`src/hw/dmoc_pkg.sv`:
```
// Constants, register map and carrier types for the DMA operation control block
//
// Contract
// - Operation register is 32 bits; only the low four bits exist, upper read zero.
// - Operation register clears on reset and standby, holds in module standby.
// - Priority bit 0: channel 0 always beats channel 1 on simultaneous requests.
// - Priority bit 1: round robin, the top channel drops to lowest after each transfer.
// - Address error sets its flag; while set no channel may be enabled.
// - On address error the current unit finishes, then transfers stop.
// - Error flags clear only by writing 0 after reading 1; writing 1 does nothing.
// - NMI always sets its flag; while set all transfers stay disabled.
// - On NMI the unit in progress completes, then all transfers halt.
// - Channel enabled only with its enable, master enable, no end flag, no error flags.
// - Clearing the master enable aborts transfers on every channel.
// - Each accepted request moves one unit and decrements that channel's count by one.
// - Auto-request channels start by themselves once enabled.
// - Count reaching zero ends the channel; with interrupt enable, raise end interrupt.
// - Clearing a channel enable while operating aborts that channel.
// - Channels support single/dual address, burst/cycle-steal, auto/pin/peripheral requests.
package dmoc_pkg;

  // ----------------------------------------------------------------
  // Register map (byte addresses)
  // ----------------------------------------------------------------
  localparam logic [7:0] OFS_CH_STRIDE = 8'h10;
  localparam logic [7:0] OFS_SOURCE = 8'h00;
  localparam logic [7:0] OFS_DEST = 8'h04;
  localparam logic [7:0] OFS_COUNT = 8'h08;
  localparam logic [7:0] OFS_CONTROL = 8'h0C;
  localparam logic [7:0] OFS_GLOBAL_OP = 8'h30;
  localparam logic [7:0] OFS_IRQ_STATUS = 8'h34;
  localparam logic [7:0] OFS_IRQ_MASK = 8'h38;

  // ----------------------------------------------------------------
  // Field positions
  // ----------------------------------------------------------------
  localparam int OP_MASTER_ENABLE = 0;
  localparam int OP_NMI_SEEN = 1;
  localparam int OP_ADDR_ERROR = 2;
  localparam int OP_PRIO_ROTATE = 3;
  localparam int CC_CHANNEL_ENABLE = 0;
  localparam int CC_END_IRQ_ENABLE = 1;
  localparam int CC_TRANSFER_END = 2;
  localparam int CC_AUTO_REQUEST = 3;
  localparam int CC_PIN_REQUEST = 4;
  localparam int CC_BURST = 5;
  localparam int CC_SINGLE_ADDR = 6;
  localparam int CC_DEV_TO_MEM = 7;
  localparam int IS_END_CH0 = 0;
  localparam int IS_ADDR_ERROR = 2;
  localparam int IS_NMI = 3;

  // ----------------------------------------------------------------
  // Widths and reset values
  // ----------------------------------------------------------------
  localparam int COUNT_W = 24;
  localparam logic [3:0] OP_RESET = 4'h0;
  localparam logic [7:0] CTRL_RESET = 8'h00;
  localparam logic [23:0] COUNT_ONE = 24'h000001;
  localparam logic [3:0] IRQ_RESET = 4'h0;

  typedef enum logic [0:0] {
    ST_IDLE = 1'b0,
    ST_BUSY = 1'b1
  } dmoc_state_type;

  typedef struct packed {
    logic [31:0] src;
    logic [31:0] dst;
    logic [COUNT_W-1:0] count;
    logic [7:0] ctrl;
  } dmoc_chan_type;

  // One transfer unit handed to the bus engine; held until done
  typedef struct packed {
    logic valid;
    logic ch;
    logic [31:0] src;
    logic [31:0] dst;
    logic single;
    logic dev_to_mem;
    logic burst;
  } dmoc_xfer_type;

  typedef struct packed {
    logic done;
    logic addr_err;
  } dmoc_xresp_type;

endpackage : dmoc_pkg

```
`src/hw/dmoc_top.sv`:
```
// Two-channel DMA operation control: registers, enables, arbitration and unit sequencing
module dmoc_top (
  input wire logic hclk,
  input wire logic hresetn,
  input wire logic hsel,
  input wire logic [31:0] haddr,
  input wire logic [1:0] htrans,
  input wire logic hwrite,
  input wire logic [2:0] hsize,
  input wire logic hready,
  input wire logic [31:0] hwdata,
  output logic [31:0] hrdata,
  output logic hreadyout,
  output logic hresp,
  input wire logic nmi_pin,
  input wire logic [1:0] ext_request_pin,
  input wire logic [1:0] periph_request,
  input wire logic standby,
  input wire logic module_standby,
  output dmoc_pkg::dmoc_xfer_type xfer,
  input wire dmoc_pkg::dmoc_xresp_type xresp,
  output logic [1:0] transfer_end_interrupt,
  output logic irq
);
  import dmoc_pkg::*;

  // ----------------------------------------------------------------
  // State
  // ----------------------------------------------------------------
  typedef struct packed {
    dmoc_chan_type [1:0] chan;
    logic [3:0] op;
    logic seen_ae;
    logic seen_nmi;
    logic top;
    dmoc_state_type state;
    logic cur;
    dmoc_xfer_type xfer;
    logic [3:0] irq_stat;
    logic [3:0] irq_mask;
    logic [31:0] rdata;
    logic wr_pend;
    logic [7:0] wr_addr;
    logic nmi_m;
    logic nmi_s;
    logic nmi_d;
    logic [1:0] ext_m;
    logic [1:0] ext_s;
  } dmoc_regs_type;

  dmoc_regs_type s_reg;
  dmoc_regs_type s_next;
  logic [1:0] en;
  logic [1:0] req;
  logic pick;
  logic nmi_rise;
  logic addr_ph;
  logic [7:0] a8;
  logic [7:0] wa;
  logic wch;
  logic rch;
  logic cont;
  logic [3:0] ev;

  // ----------------------------------------------------------------
  // Enables and arbitration
  // ----------------------------------------------------------------
  always_comb begin
    for (int i = 0; i < 2; i++) begin
      en[i] = s_reg.chan[i].ctrl[CC_CHANNEL_ENABLE] & s_reg.op[OP_MASTER_ENABLE]
            & ~s_reg.chan[i].ctrl[CC_TRANSFER_END]
            & ~s_reg.op[OP_NMI_SEEN] & ~s_reg.op[OP_ADDR_ERROR];
      req[i] = en[i] & (s_reg.chan[i].ctrl[CC_AUTO_REQUEST]
             | (s_reg.chan[i].ctrl[CC_PIN_REQUEST] ? s_reg.ext_s[i]
                                                   : periph_request[i]));
    end
    if (req[0] && req[1]) begin
      pick = s_reg.op[OP_PRIO_ROTATE] ? s_reg.top : 1'b0;
    end else begin
      pick = req[1] & ~req[0];
    end
  end

  assign nmi_rise = s_reg.nmi_s & ~s_reg.nmi_d;
  assign addr_ph = hsel & htrans[1] & hready;
  assign a8 = haddr[7:0];
  assign wa = s_reg.wr_addr;
  assign wch = wa[4];
  assign rch = a8[4];

  // ----------------------------------------------------------------
  // Next state
  // ----------------------------------------------------------------
  always_comb begin
    s_next = s_reg;
    cont = 1'b0;
    ev = 4'h0;
    // Pin inputs pass two flops before use
    s_next.nmi_m = nmi_pin;
    s_next.nmi_s = s_reg.nmi_m;
    s_next.nmi_d = s_reg.nmi_s;
    s_next.ext_m = ext_request_pin;
    s_next.ext_s = s_reg.ext_m;

    // Register write, data phase
    s_next.wr_pend = addr_ph & hwrite;
    if (addr_ph) begin
      s_next.wr_addr = a8;
    end
    if (s_reg.wr_pend) begin
      if (wa < OFS_GLOBAL_OP) begin
        unique case ({4'h0, wa[3:0]})
          OFS_SOURCE: s_next.chan[wch].src = hwdata;
          OFS_DEST: s_next.chan[wch].dst = hwdata;
          OFS_COUNT: s_next.chan[wch].count = hwdata[COUNT_W-1:0];
          default: begin
            // End flag accepts only a clearing write
            s_next.chan[wch].ctrl = {hwdata[7:3], s_reg.chan[wch].ctrl[CC_TRANSFER_END]
                                    & hwdata[CC_TRANSFER_END], hwdata[1:0]};
          end
        endcase
      end else if (wa == OFS_GLOBAL_OP) begin
        s_next.op[OP_MASTER_ENABLE] = hwdata[OP_MASTER_ENABLE];
        s_next.op[OP_PRIO_ROTATE] = hwdata[OP_PRIO_ROTATE];
        if (!hwdata[OP_ADDR_ERROR] && s_reg.seen_ae) begin
          s_next.op[OP_ADDR_ERROR] = 1'b0;
          s_next.seen_ae = 1'b0;
        end
        if (!hwdata[OP_NMI_SEEN] && s_reg.seen_nmi) begin
          s_next.op[OP_NMI_SEEN] = 1'b0;
          s_next.seen_nmi = 1'b0;
        end
      end else if (wa == OFS_IRQ_STATUS) begin
        s_next.irq_stat = s_reg.irq_stat & ~hwdata[3:0];
      end else if (wa == OFS_IRQ_MASK) begin
        s_next.irq_mask = hwdata[3:0];
      end
    end

    // Register read, data captured at the address phase
    if (addr_ph && !hwrite) begin
      s_next.rdata = 32'h00000000;
      if (a8 < OFS_GLOBAL_OP) begin
        unique case ({4'h0, a8[3:0]})
          OFS_SOURCE: s_next.rdata = s_reg.chan[rch].src;
          OFS_DEST: s_next.rdata = s_reg.chan[rch].dst;
          OFS_COUNT: s_next.rdata = {8'h00, s_reg.chan[rch].count};
          default: s_next.rdata = {24'h000000, s_reg.chan[rch].ctrl};
        endcase
      end else if (a8 == OFS_GLOBAL_OP) begin
        s_next.rdata = {28'h0000000, s_reg.op};
        // A flag seen as one arms its clearing write
        s_next.seen_ae = s_next.seen_ae | s_reg.op[OP_ADDR_ERROR];
        s_next.seen_nmi = s_next.seen_nmi | s_reg.op[OP_NMI_SEEN];
      end else if (a8 == OFS_IRQ_STATUS) begin
        s_next.rdata = {28'h0000000, s_reg.irq_stat};
      end else if (a8 == OFS_IRQ_MASK) begin
        s_next.rdata = {28'h0000000, s_reg.irq_mask};
      end
    end

    // Transfer sequencing
    unique case (s_reg.state)
      ST_IDLE: begin
        if (|req && !module_standby) begin
          s_next.state = ST_BUSY;
          s_next.cur = pick;
          s_next.xfer = {1'b1, pick, s_reg.chan[pick].src, s_reg.chan[pick].dst,
                         s_reg.chan[pick].ctrl[CC_SINGLE_ADDR],
                         s_reg.chan[pick].ctrl[CC_DEV_TO_MEM],
                         s_reg.chan[pick].ctrl[CC_BURST]};
        end
      end
      ST_BUSY: begin
        // The unit in flight completes unless standby drops it; aborts only stop the next one
        if (xresp.done) begin
          s_next.chan[s_reg.cur].count = s_reg.chan[s_reg.cur].count - COUNT_ONE;
          s_next.top = ~s_reg.cur;
          if (s_reg.chan[s_reg.cur].count == COUNT_ONE) begin
            s_next.chan[s_reg.cur].ctrl[CC_TRANSFER_END] = 1'b1;
            ev[IS_END_CH0 + {31'h0, s_reg.cur}] = 1'b1;
          end
          if (xresp.addr_err) begin
            s_next.op[OP_ADDR_ERROR] = 1'b1;
            ev[IS_ADDR_ERROR] = 1'b1;
          end
          // Burst keeps the channel, cycle-steal re-arbitrates
          cont = s_reg.chan[s_reg.cur].ctrl[CC_BURST] & req[s_reg.cur] & ~module_standby
               & (s_reg.chan[s_reg.cur].count != COUNT_ONE) & ~xresp.addr_err
               & ~nmi_rise;
          s_next.xfer.valid = cont;
          s_next.state = cont ? ST_BUSY : ST_IDLE;
        end
      end
    endcase

    if (nmi_rise) begin
      s_next.op[OP_NMI_SEEN] = 1'b1;
      ev[IS_NMI] = 1'b1;
    end
    // Hardware events win over a clearing write in the same cycle
    s_next.irq_stat = s_next.irq_stat | ev;

    if (standby) begin
      s_next.op = OP_RESET;
      s_next.seen_ae = 1'b0;
      s_next.seen_nmi = 1'b0;
      s_next.top = 1'b0;
      s_next.state = ST_IDLE;
      s_next.xfer.valid = 1'b0;
      s_next.irq_stat = IRQ_RESET;
      for (int i = 0; i < 2; i++) begin
        s_next.chan[i].ctrl = CTRL_RESET;
      end
    end
  end

  // ----------------------------------------------------------------
  // Registers
  // ----------------------------------------------------------------
  always_ff @(posedge hclk or negedge hresetn) begin
    if (!hresetn) begin
      s_reg <= '0;
    end else begin
      s_reg <= s_next;
    end
  end

  assign hrdata = s_reg.rdata;
  assign hreadyout = 1'b1;
  assign hresp = 1'b0;
  assign xfer = s_reg.xfer;
  assign irq = |(s_reg.irq_stat & s_reg.irq_mask);
  for (genvar g = 0; g < 2; g++) begin : g_end
    assign transfer_end_interrupt[g] = s_reg.chan[g].ctrl[CC_TRANSFER_END]
                                     & s_reg.chan[g].ctrl[CC_END_IRQ_ENABLE];
  end

  // ----------------------------------------------------------------
  // Checks
  // ----------------------------------------------------------------
  a_fixed_prio: assert property (@(posedge hclk) disable iff (!hresetn)
    (s_reg.state == ST_IDLE && &req && !s_reg.op[OP_PRIO_ROTATE] && !module_standby
     && !standby) |=> (xfer.valid && xfer.ch == 1'b0))
    else $error("fixed priority did not pick channel 0");

  a_rr_rotate: assert property (@(posedge hclk) disable iff (!hresetn)
    (s_reg.state == ST_BUSY && xresp.done && !standby) |=> (s_reg.top != $past(s_reg.cur)))
    else $error("top priority did not move after a transfer");

  a_flag_block: assert property (@(posedge hclk) disable iff (!hresetn)
    (s_reg.state == ST_IDLE && (s_reg.op[OP_ADDR_ERROR] || s_reg.op[OP_NMI_SEEN]))
    |=> !xfer.valid)
    else $error("transfer started while an error flag was set");

  a_unit_held: assert property (@(posedge hclk) disable iff (!hresetn)
    (xfer.valid && !xresp.done && !standby) |=> (xfer.valid && $stable(xfer.ch)))
    else $error("unit dropped before completion");

  a_flag_clear: assert property (@(posedge hclk) disable iff (!hresetn)
    ($fell(s_reg.op[OP_ADDR_ERROR]) && !$past(standby)) |-> $past(s_reg.seen_ae))
    else $error("address error flag cleared without a prior read");

  a_nmi_set: assert property (@(posedge hclk) disable iff (!hresetn)
    (nmi_rise && !standby) |=> s_reg.op[OP_NMI_SEEN])
    else $error("nmi flag not set");

  a_no_master: assert property (@(posedge hclk) disable iff (!hresetn)
    (s_reg.state == ST_IDLE && !s_reg.op[OP_MASTER_ENABLE]) |=> s_reg.state == ST_IDLE)
    else $error("transfer started with master enable clear");

  a_count_end: assert property (@(posedge hclk) disable iff (!hresetn)
    (s_reg.state == ST_BUSY && xresp.done && !standby
     && s_reg.chan[s_reg.cur].count == COUNT_ONE)
    |=> (s_reg.chan[$past(s_reg.cur)].ctrl[CC_TRANSFER_END] && !xfer.valid))
    else $error("end flag not set at count zero");

  a_auto_start: assert property (@(posedge hclk) disable iff (!hresetn)
    (s_reg.state == ST_IDLE && en[0] && s_reg.chan[0].ctrl[CC_AUTO_REQUEST]
     && !module_standby && !standby) |=> xfer.valid)
    else $error("auto request did not start");

  a_standby_clr: assert property (@(posedge hclk) disable iff (!hresetn)
    standby |=> (s_reg.op == OP_RESET))
    else $error("standby did not clear the operation register");

endmodule // dmoc_top

```
`config.mk`:
```
export PLATFORM = sky130hd
export DESIGN_NAME = dmoc_top
export DESIGN_NICKNAME = d
export VERILOG_FILES = /design/src/hw/dmoc_pkg.sv /design/src/hw/dmoc_top.sv
export SDC_FILE = /design/constraint.sdc
export NUM_CORES = 1
export LEC_CHECK = 0
export BUFFER_PORTS_ARGS = -buffer_cell sky130_fd_sc_hd__buf_2
export CAP_MARGIN = 15
export CORE_UTILIZATION = 30
export DETAILED_ROUTE_END_ITERATION = 6
export GPL_TIMING_DRIVEN = 0
export PLACE_DENSITY = 0.44
export SLEW_MARGIN = 20
export SYNTH_ARGS = -nofsm -noshare
export SYNTH_HDL_FRONTEND = slang
export SYNTH_SLANG_ARGS = --single-unit
```
`constraint.sdc`:
```
create_clock -name hclk -period 5.1 [get_ports hclk]
set_input_delay 0 -clock hclk [delete_from_list [all_inputs] [get_ports hclk]]
set_output_delay 0 -clock hclk [all_outputs]
set_load 0.01 [all_outputs]
```
==> reports/qor.yml, run 1 <==
drt:
  vias: 13500
  routed_via_density: 5.16
  drt_first_pass_iters: 5
  route.antenna.remaining_nets: 0
  drc: 0
  wl_per_cell_um: 23.4
  routed_wl_um: 61000
  drtIter0Drc: 1147
clock_network:
  cts_post_setup_buffers_inserted: 0
  cts_inserted_buffers: 40
  ctsHoldBuffers: 48
  htree_levels: 2
  cts_resized: 0
  cts_root_buf: "clkbuf_16"
  cts.sinks: 325
  tritoncts: "built"
  clk_latency_ns: 0.58
  clock_path_buffers: 3
  clk_pin_slew_worst_paths_ns: 0.06
synth:
  seq_area_frac_synth_pct: 48.6
  synth_edf_count: 0
  yosys_warnings: 0
  async_flop_share_pct: 100
  syn-cell-area_um2: 16700
  ys.flop_type: "dfrtp_1"
  yosysTopAreaCellShare_pct: 48.6
  avgSynthCellArea_um2: 10.6
  synth_nets: 1664
  synth_cell_types: 72
  syn_inst: 1579
  ys_ff_latch: 325
  ys_top_cells_by_area: "dfrtp_1 (49%), mux2_2 (9.2%), mux2i_1 (7.7%)"
  yosys.area.top_type: "dfrtp_1"
worst_setup_path:
  cpMostUsedCell: "buf_2"
  critPathSlowestCell: "dfrtp_1"
  path_buf_inv: 3
  cpLargestDelayFamily: "buffers and inverters"
  critPathKind: "reg -> reg"
  max_stage_delay_ns: 0.61
  r2r_slack_ns: 0.95
  path_cells: "buf_2 -> buf_2 -> buf_2 -> mux2i_1 -> ha_1 -> nor4bb_1 -> o21ai_1 -> or2_1 -> a222oi_1 -> nand2_1"
  critPathCaptureType: "flip-flop"
  worstPathRequired_ns: 5.55
  critPathLaunchType: "flip-flop"
  crit_fanout: 10
  cp_data_arrival_time_ns: 4.60
placement:
  io_buffers: 155
  gp_congestion: 0.867
  placed_cells: 2489
  placed_cell_area_um2: 18600
  place_hpwl_um: 45100
  place_ws_ns: 1.12
sta:
  finalClockSkew_ns: 0.0169
  setup_viol: 0
  worst-slew-pin-transition_ns: 1.11
  slew_violations: 0
  hold_viol_final: 0
  layout_worst_path_cycle_share_pct: 81.3
  finalSetupTns_ns: 0
  rsz0062_at_grt: "false"
  setup_ws_ns: 0.952
  slew_headroom_pct: 26.3
  max_freq_ghz: 0.241
  period_minus_slack_ns: 4.15
  hold_slack_ns: 0.0694
grt:
  grt_antenna_before_repair: 4
  grt_pass1_wl_um: 89800
  grt_pass1_vias: 13400
  grt_max_degree: 95
  grt_usage_pct: 21.4
  grt-ovfl-total: 0
floorplan:
  ios: 189
  core_region_area_um2: 55100
  initial_core_util_pct: 30.4
  row_count: 86
  fp.dieArea_um2: 56800
  die_w_um: 238
  die_y_um: 238
final_layout:
  largest_reg_flops: 212
  fin_area_um2: 20300
  drive_gt1_share_pct: 27.6
  finalNonFillerCells: 2606
  area_growth_pct: 21.3
  final_util_pct: 36.9
  diodes: 0
  nNetsFinal: 1916
outcome:
  outcome: "complete, no violations"
power:
  power_mw: 6.24
  p_per_area_nw_per_um2: 307
  max-vdd-ir-drop_mv: 0.197
  leakagePower_nw: 9.52
worst_hold_path:
  hold_class: "in -> async"
job:
  drv_cap: 0
-- where the power goes --
| group | internal (mW) | total, mW | switching (mW) |
|---|---|---|---|
| logic | 0.286 | 0.665 | 0.380 |
| clock network | 1.55 | 2.71 | 1.16 |
| registers | 2.72 | 2.87 | 0.145 |
| total | 4.55 | 6.24 | 1.69 |
-- routing by layer --
metal | vias up | global-route usage [%] | wire length (µm)
met5 | - | 0 | 0
met3 | 91 | 3.03 | 3050
met4 | 0 | 6.70 | 1700
met2 | 441 | 34.5 | 28400
met1 | 6804 | 29.7 | 27800
li1 | 6122 | - | -
-- cell families (layout without fill, tap and decap cells) --
kind of cell	count (synthesis)	in the layout	share of synthesized area, %
fa+ha+maj	2	2	0.149
simple gates	406	406	11.7
xor+xnor	3	3	0.157
mux	278	278	18.5
buf+inv	230	509	7.76
flops	325	325	48.6
other cells	2	2	0.0448
compound gates	333	333	13.1
-- layout by cell type (no fill, tap or decap), types with 5 or more instances in the layout --
cell,synthesis,routed
o211ai_1,40,40
and2_1,8,8
nand2b_1,7,7
clkbuf_1,73,88
nor4_1,12,11
dfrtp_1,325,325
buf_4,107,109
buf_1,6,6
o22ai_1,12,12
clkbuf_16,0,40
o31ai_1,6,6
nand4_1,8,8
a32o_1,20,20
nor2_1,78,78
a211oi_1,9,8
a221oi_1,12,12
a22oi_1,5,5
buf_2,22,176
a221o_1,13,13
and3_1,6,6
o21ai_0,133,133
nor3_1,26,25
inv_1,20,20
a21oi_1,39,39
nor3b_1,13,13
or3_1,7,7
a22o_1,11,11
mux2i_1,129,129
nand3_1,21,21
nand2_1,188,188
clkbuf_8,0,6
mux4_2,12,12
mux2_2,137,137
dlygate4sd3_1,0,48
-- final cells by class --
cell class                 count  area (µm²)
timing repair buffer         210        1400
tap                          748         936
clock buffer                  61        1140
multi-input combinational   1024        7340
sequential                   325        8130
buffer                       209        1220
inverter                      21        78.8
fill                        5649       34800
clock inverter                 8        72.6
-- cell usage after synthesis (21+ instances only) --
master,count
o21ai_0,133
mux2i_1,129
mux2_2,137
nor3_1,26
nor2_1,78
nand3_1,21
clkbuf_1,73
dfrtp_1,325
nand2_1,188
buf_2,22
o211ai_1,40
buf_4,107
a21oi_1,39
-- worst min-delay path, cell delays in order --
cell,delay [ns]
dlygate4sd3_1,0.56
buf_8,0.15
buf_16,0.35
-- path summary, 6_finish.rpt --
check,start,endpoint,cells past startpoint
worst max-delay path,xfer[67]$_DFFE_PN0P_,s_reg[164]$_DFF_PN0_,10
worst min-delay path,hresetn,xfer[17]$_DFFE_PN0P_,3
worst max register to register,xfer[67]$_DFFE_PN0P_,s_reg[164]$_DFF_PN0_,10
worst min register to register,s_next[0]$_DFF_PN0_,s_reg[0]$_DFF_PN0_,0
max in group asynchronous,hresetn,xfer[47]$_DFFE_PN0P_,3
min in group hclk,nmi_pin,s_next[5]$_DFF_PN0_,2
No activity file was read; power rests on OpenSTA's default activity.
==> run 2, diff against run 1 <==
Clock period 5.1 ns to 4.2 ns, I/O delays scaled along.
==> run 2 against run 1 <==
Non-clock buffer count increased by 1. Worst hold slack worse by 0.0035 ns. Clock power rose by 21%. Wire length hardly changed. Sequential share of layout area fell by 0.057 points.
==> reports/qor.yml, run 2 (same netlist as run 1, synthesis figures left out) <==
final_layout:
  seq_area_um2: 8130
  multiInputGateArea_um2: 7350
  final_cell_mix: "dfrtp_1 (325), nand2_1 (188), buf_2 (176)"
  finalNonFillerCells: 2609
  area_growth_pct: 21.5
  drive_gt1_share_pct: 27.8
  largest_reg_flops: 212
  final_util_pct: 36.9
  layout_commonest_cell: "dfrtp_1"
  fillers: 5649
  nNetsFinal: 1917
floorplan:
  fp.dieArea_um2: 56800
  die_y_um: 238
  die_w_um: 238
  initial_core_util_pct: 30.4
  core_region_area_um2: 55100
  row_count: 86
  ios: 189
worst_setup_path:
  critPathCaptureType: "flip-flop"
  r2r-end: "s_reg[126]$_DFF_PN0_"
  critPathLaunchType: "flip-flop"
  cp_data_arrival_time_ns: 4.44
  r2r_slack_ns: 0.22
  ff2ff_path_depth: 10
  crit_start: "xfer[67]$_DFFE_PN0P_"
  reg2reg_from: "xfer[67]$_DFFE_PN0P_"
  critPathKind: "reg -> reg"
  crit_fanout: 10
  worstPathRequired_ns: 4.66
drt:
  routed_wl_um: 61100
  drtIter0Drc: 1093
  drc: 0
  drt_first_pass_iters: 5
  vias: 13400
  wl_per_cell_um: 23.4
  routed_via_density: 5.13
  route.antenna.remaining_nets: 0
grt:
  grt_pass1_wl_um: 89800
  grt_pass1_vias: 13400
  grt_antenna_before_repair: 4
  grt-ovfl-total: 0
  grt_max_degree: 95
  grt_usage_pct: 21.4
clock_network:
  cts.sinks: 325
  clock_path_buffers: 3
  tritoncts: "built"
  clk_pin_slew_worst_paths_ns: 0.06
  cts_inserted_buffers: 40
  cts_root_buf: "clkbuf_16"
  htree_levels: 2
  clk_latency_ns: 0.58
placement:
  place_hpwl_um: 45100
  place_ws_ns: 0.215
  placed_cells: 2489
  gp_congestion: 0.867
  io_buffers: 155
power:
  power_mw: 7.58
  max-vdd-ir-drop_mv: 0.239
  p_per_area_nw_per_um2: 372
  leakagePower_nw: 9.53
sta:
  finalSetupTns_ns: 0
  max_freq_ghz: 0.251
  rsz0062_at_grt: "false"
  hold_viol_final: 0
  finalClockSkew_ns: 0.0166
  setup_ws_ns: 0.218
  period_minus_slack_ns: 3.98
  slew_violations: 0
  setup_viol: 0
  worst-slew-pin-transition_ns: 1.09
  slew_headroom_pct: 27.3
  layout_worst_path_cycle_share_pct: 94.8
worst_hold_path:
  hold_class: "in -> async"
outcome:
  outcome: "complete, no violations"
job:
  drv_cap: 0
run 2: cell count changes in the layout (fill, tap and decap cells not counted):
cell,change
o21ai_1,-1
buf_4,+1
o21ai_2,+1
nor4bb_2,+1
nor4bb_1,-1
diode_2,+2
nor4b_1,-1
nor4b_2,+1
run 2: how the worst max path moves through the flow:
stage	to	slack, ns	depth (start not counted)
4_1_cts	s_reg[164]$_DFF_PN0_	0.16	10
3_5_place_dp	s_reg[164]$_DFF_PN0_	0.22	10
5_1_grt	s_reg[162]$_DFF_PN0_	0.07	11
6_report	s_reg[126]$_DFF_PN0_	0.22	10
3_3_place_gp	s_next[5]$_DFF_PN0_	-3.63	1
2_1_floorplan	s_reg[164]$_DFF_PN0_	1.27	10
run 2: report_power, final:
part / internal [mW] / switching [mW] / total (mW)
combinational: 0.348 / 0.461 / 0.809
clock: 1.88 / 1.41 / 3.28
sequential: 3.30 / 0.179 / 3.48
total: 5.53 / 2.05 / 7.58
run 2: stage by stage:
step | cell area, µm² | hold slack [ns]
floorplan | 16700 | -0.296
global placement | 18500 | 0.109
detailed placement | 18600 | -0.137
CTS | 20300 | 0.0376
global route | 20300 | 0.0667
finish | 20400 | 0.0659
run 2: cell type report:
| cell class | instances | area share (%) |
|---|---|---|
| sequential | 325 | 40.0 |
| timing repair buffer | 211 | 6.93 |
| clock buffer | 61 | 5.60 |
| antenna | 2 | 0.0246 |
| tap | 748 | 4.60 |
| inverter | 21 | 0.387 |
| multi-input combinational | 1024 | 36.1 |
| buffer | 209 | 6.00 |
| clock inverter | 8 | 0.357 |
run 2: worst max-delay path: stages, from the launching register on:
cell	delay (ns)
dfrtp_1	0.63
buf_2	0.34
buf_2	0.30
buf_2	0.40
mux2i_1	0.29
ha_1	0.19
o211ai_1	0.11
nor4_1	0.66
a41o_1	0.32
nor3_1	0.06
dlygate4sd3_1	0.56
run 2: repair_timing:
item                       in CTS  in global routing
hold buffers                   48                  0
hold endpoints to repair      385                  0
setup endpoints to repair       0                 12
setup buffers                   0                  1
gates resized for setup         0                  3
run 2: metal layers:
metal	share of wire [%]	vias to the layer above	global-route usage, %
met5	0	-	0
met4	2.9	0	6.70
met3	4.6	97	3.03
met2	46	382	34.5
met1	46	6767	29.7
li1	-	6136	-
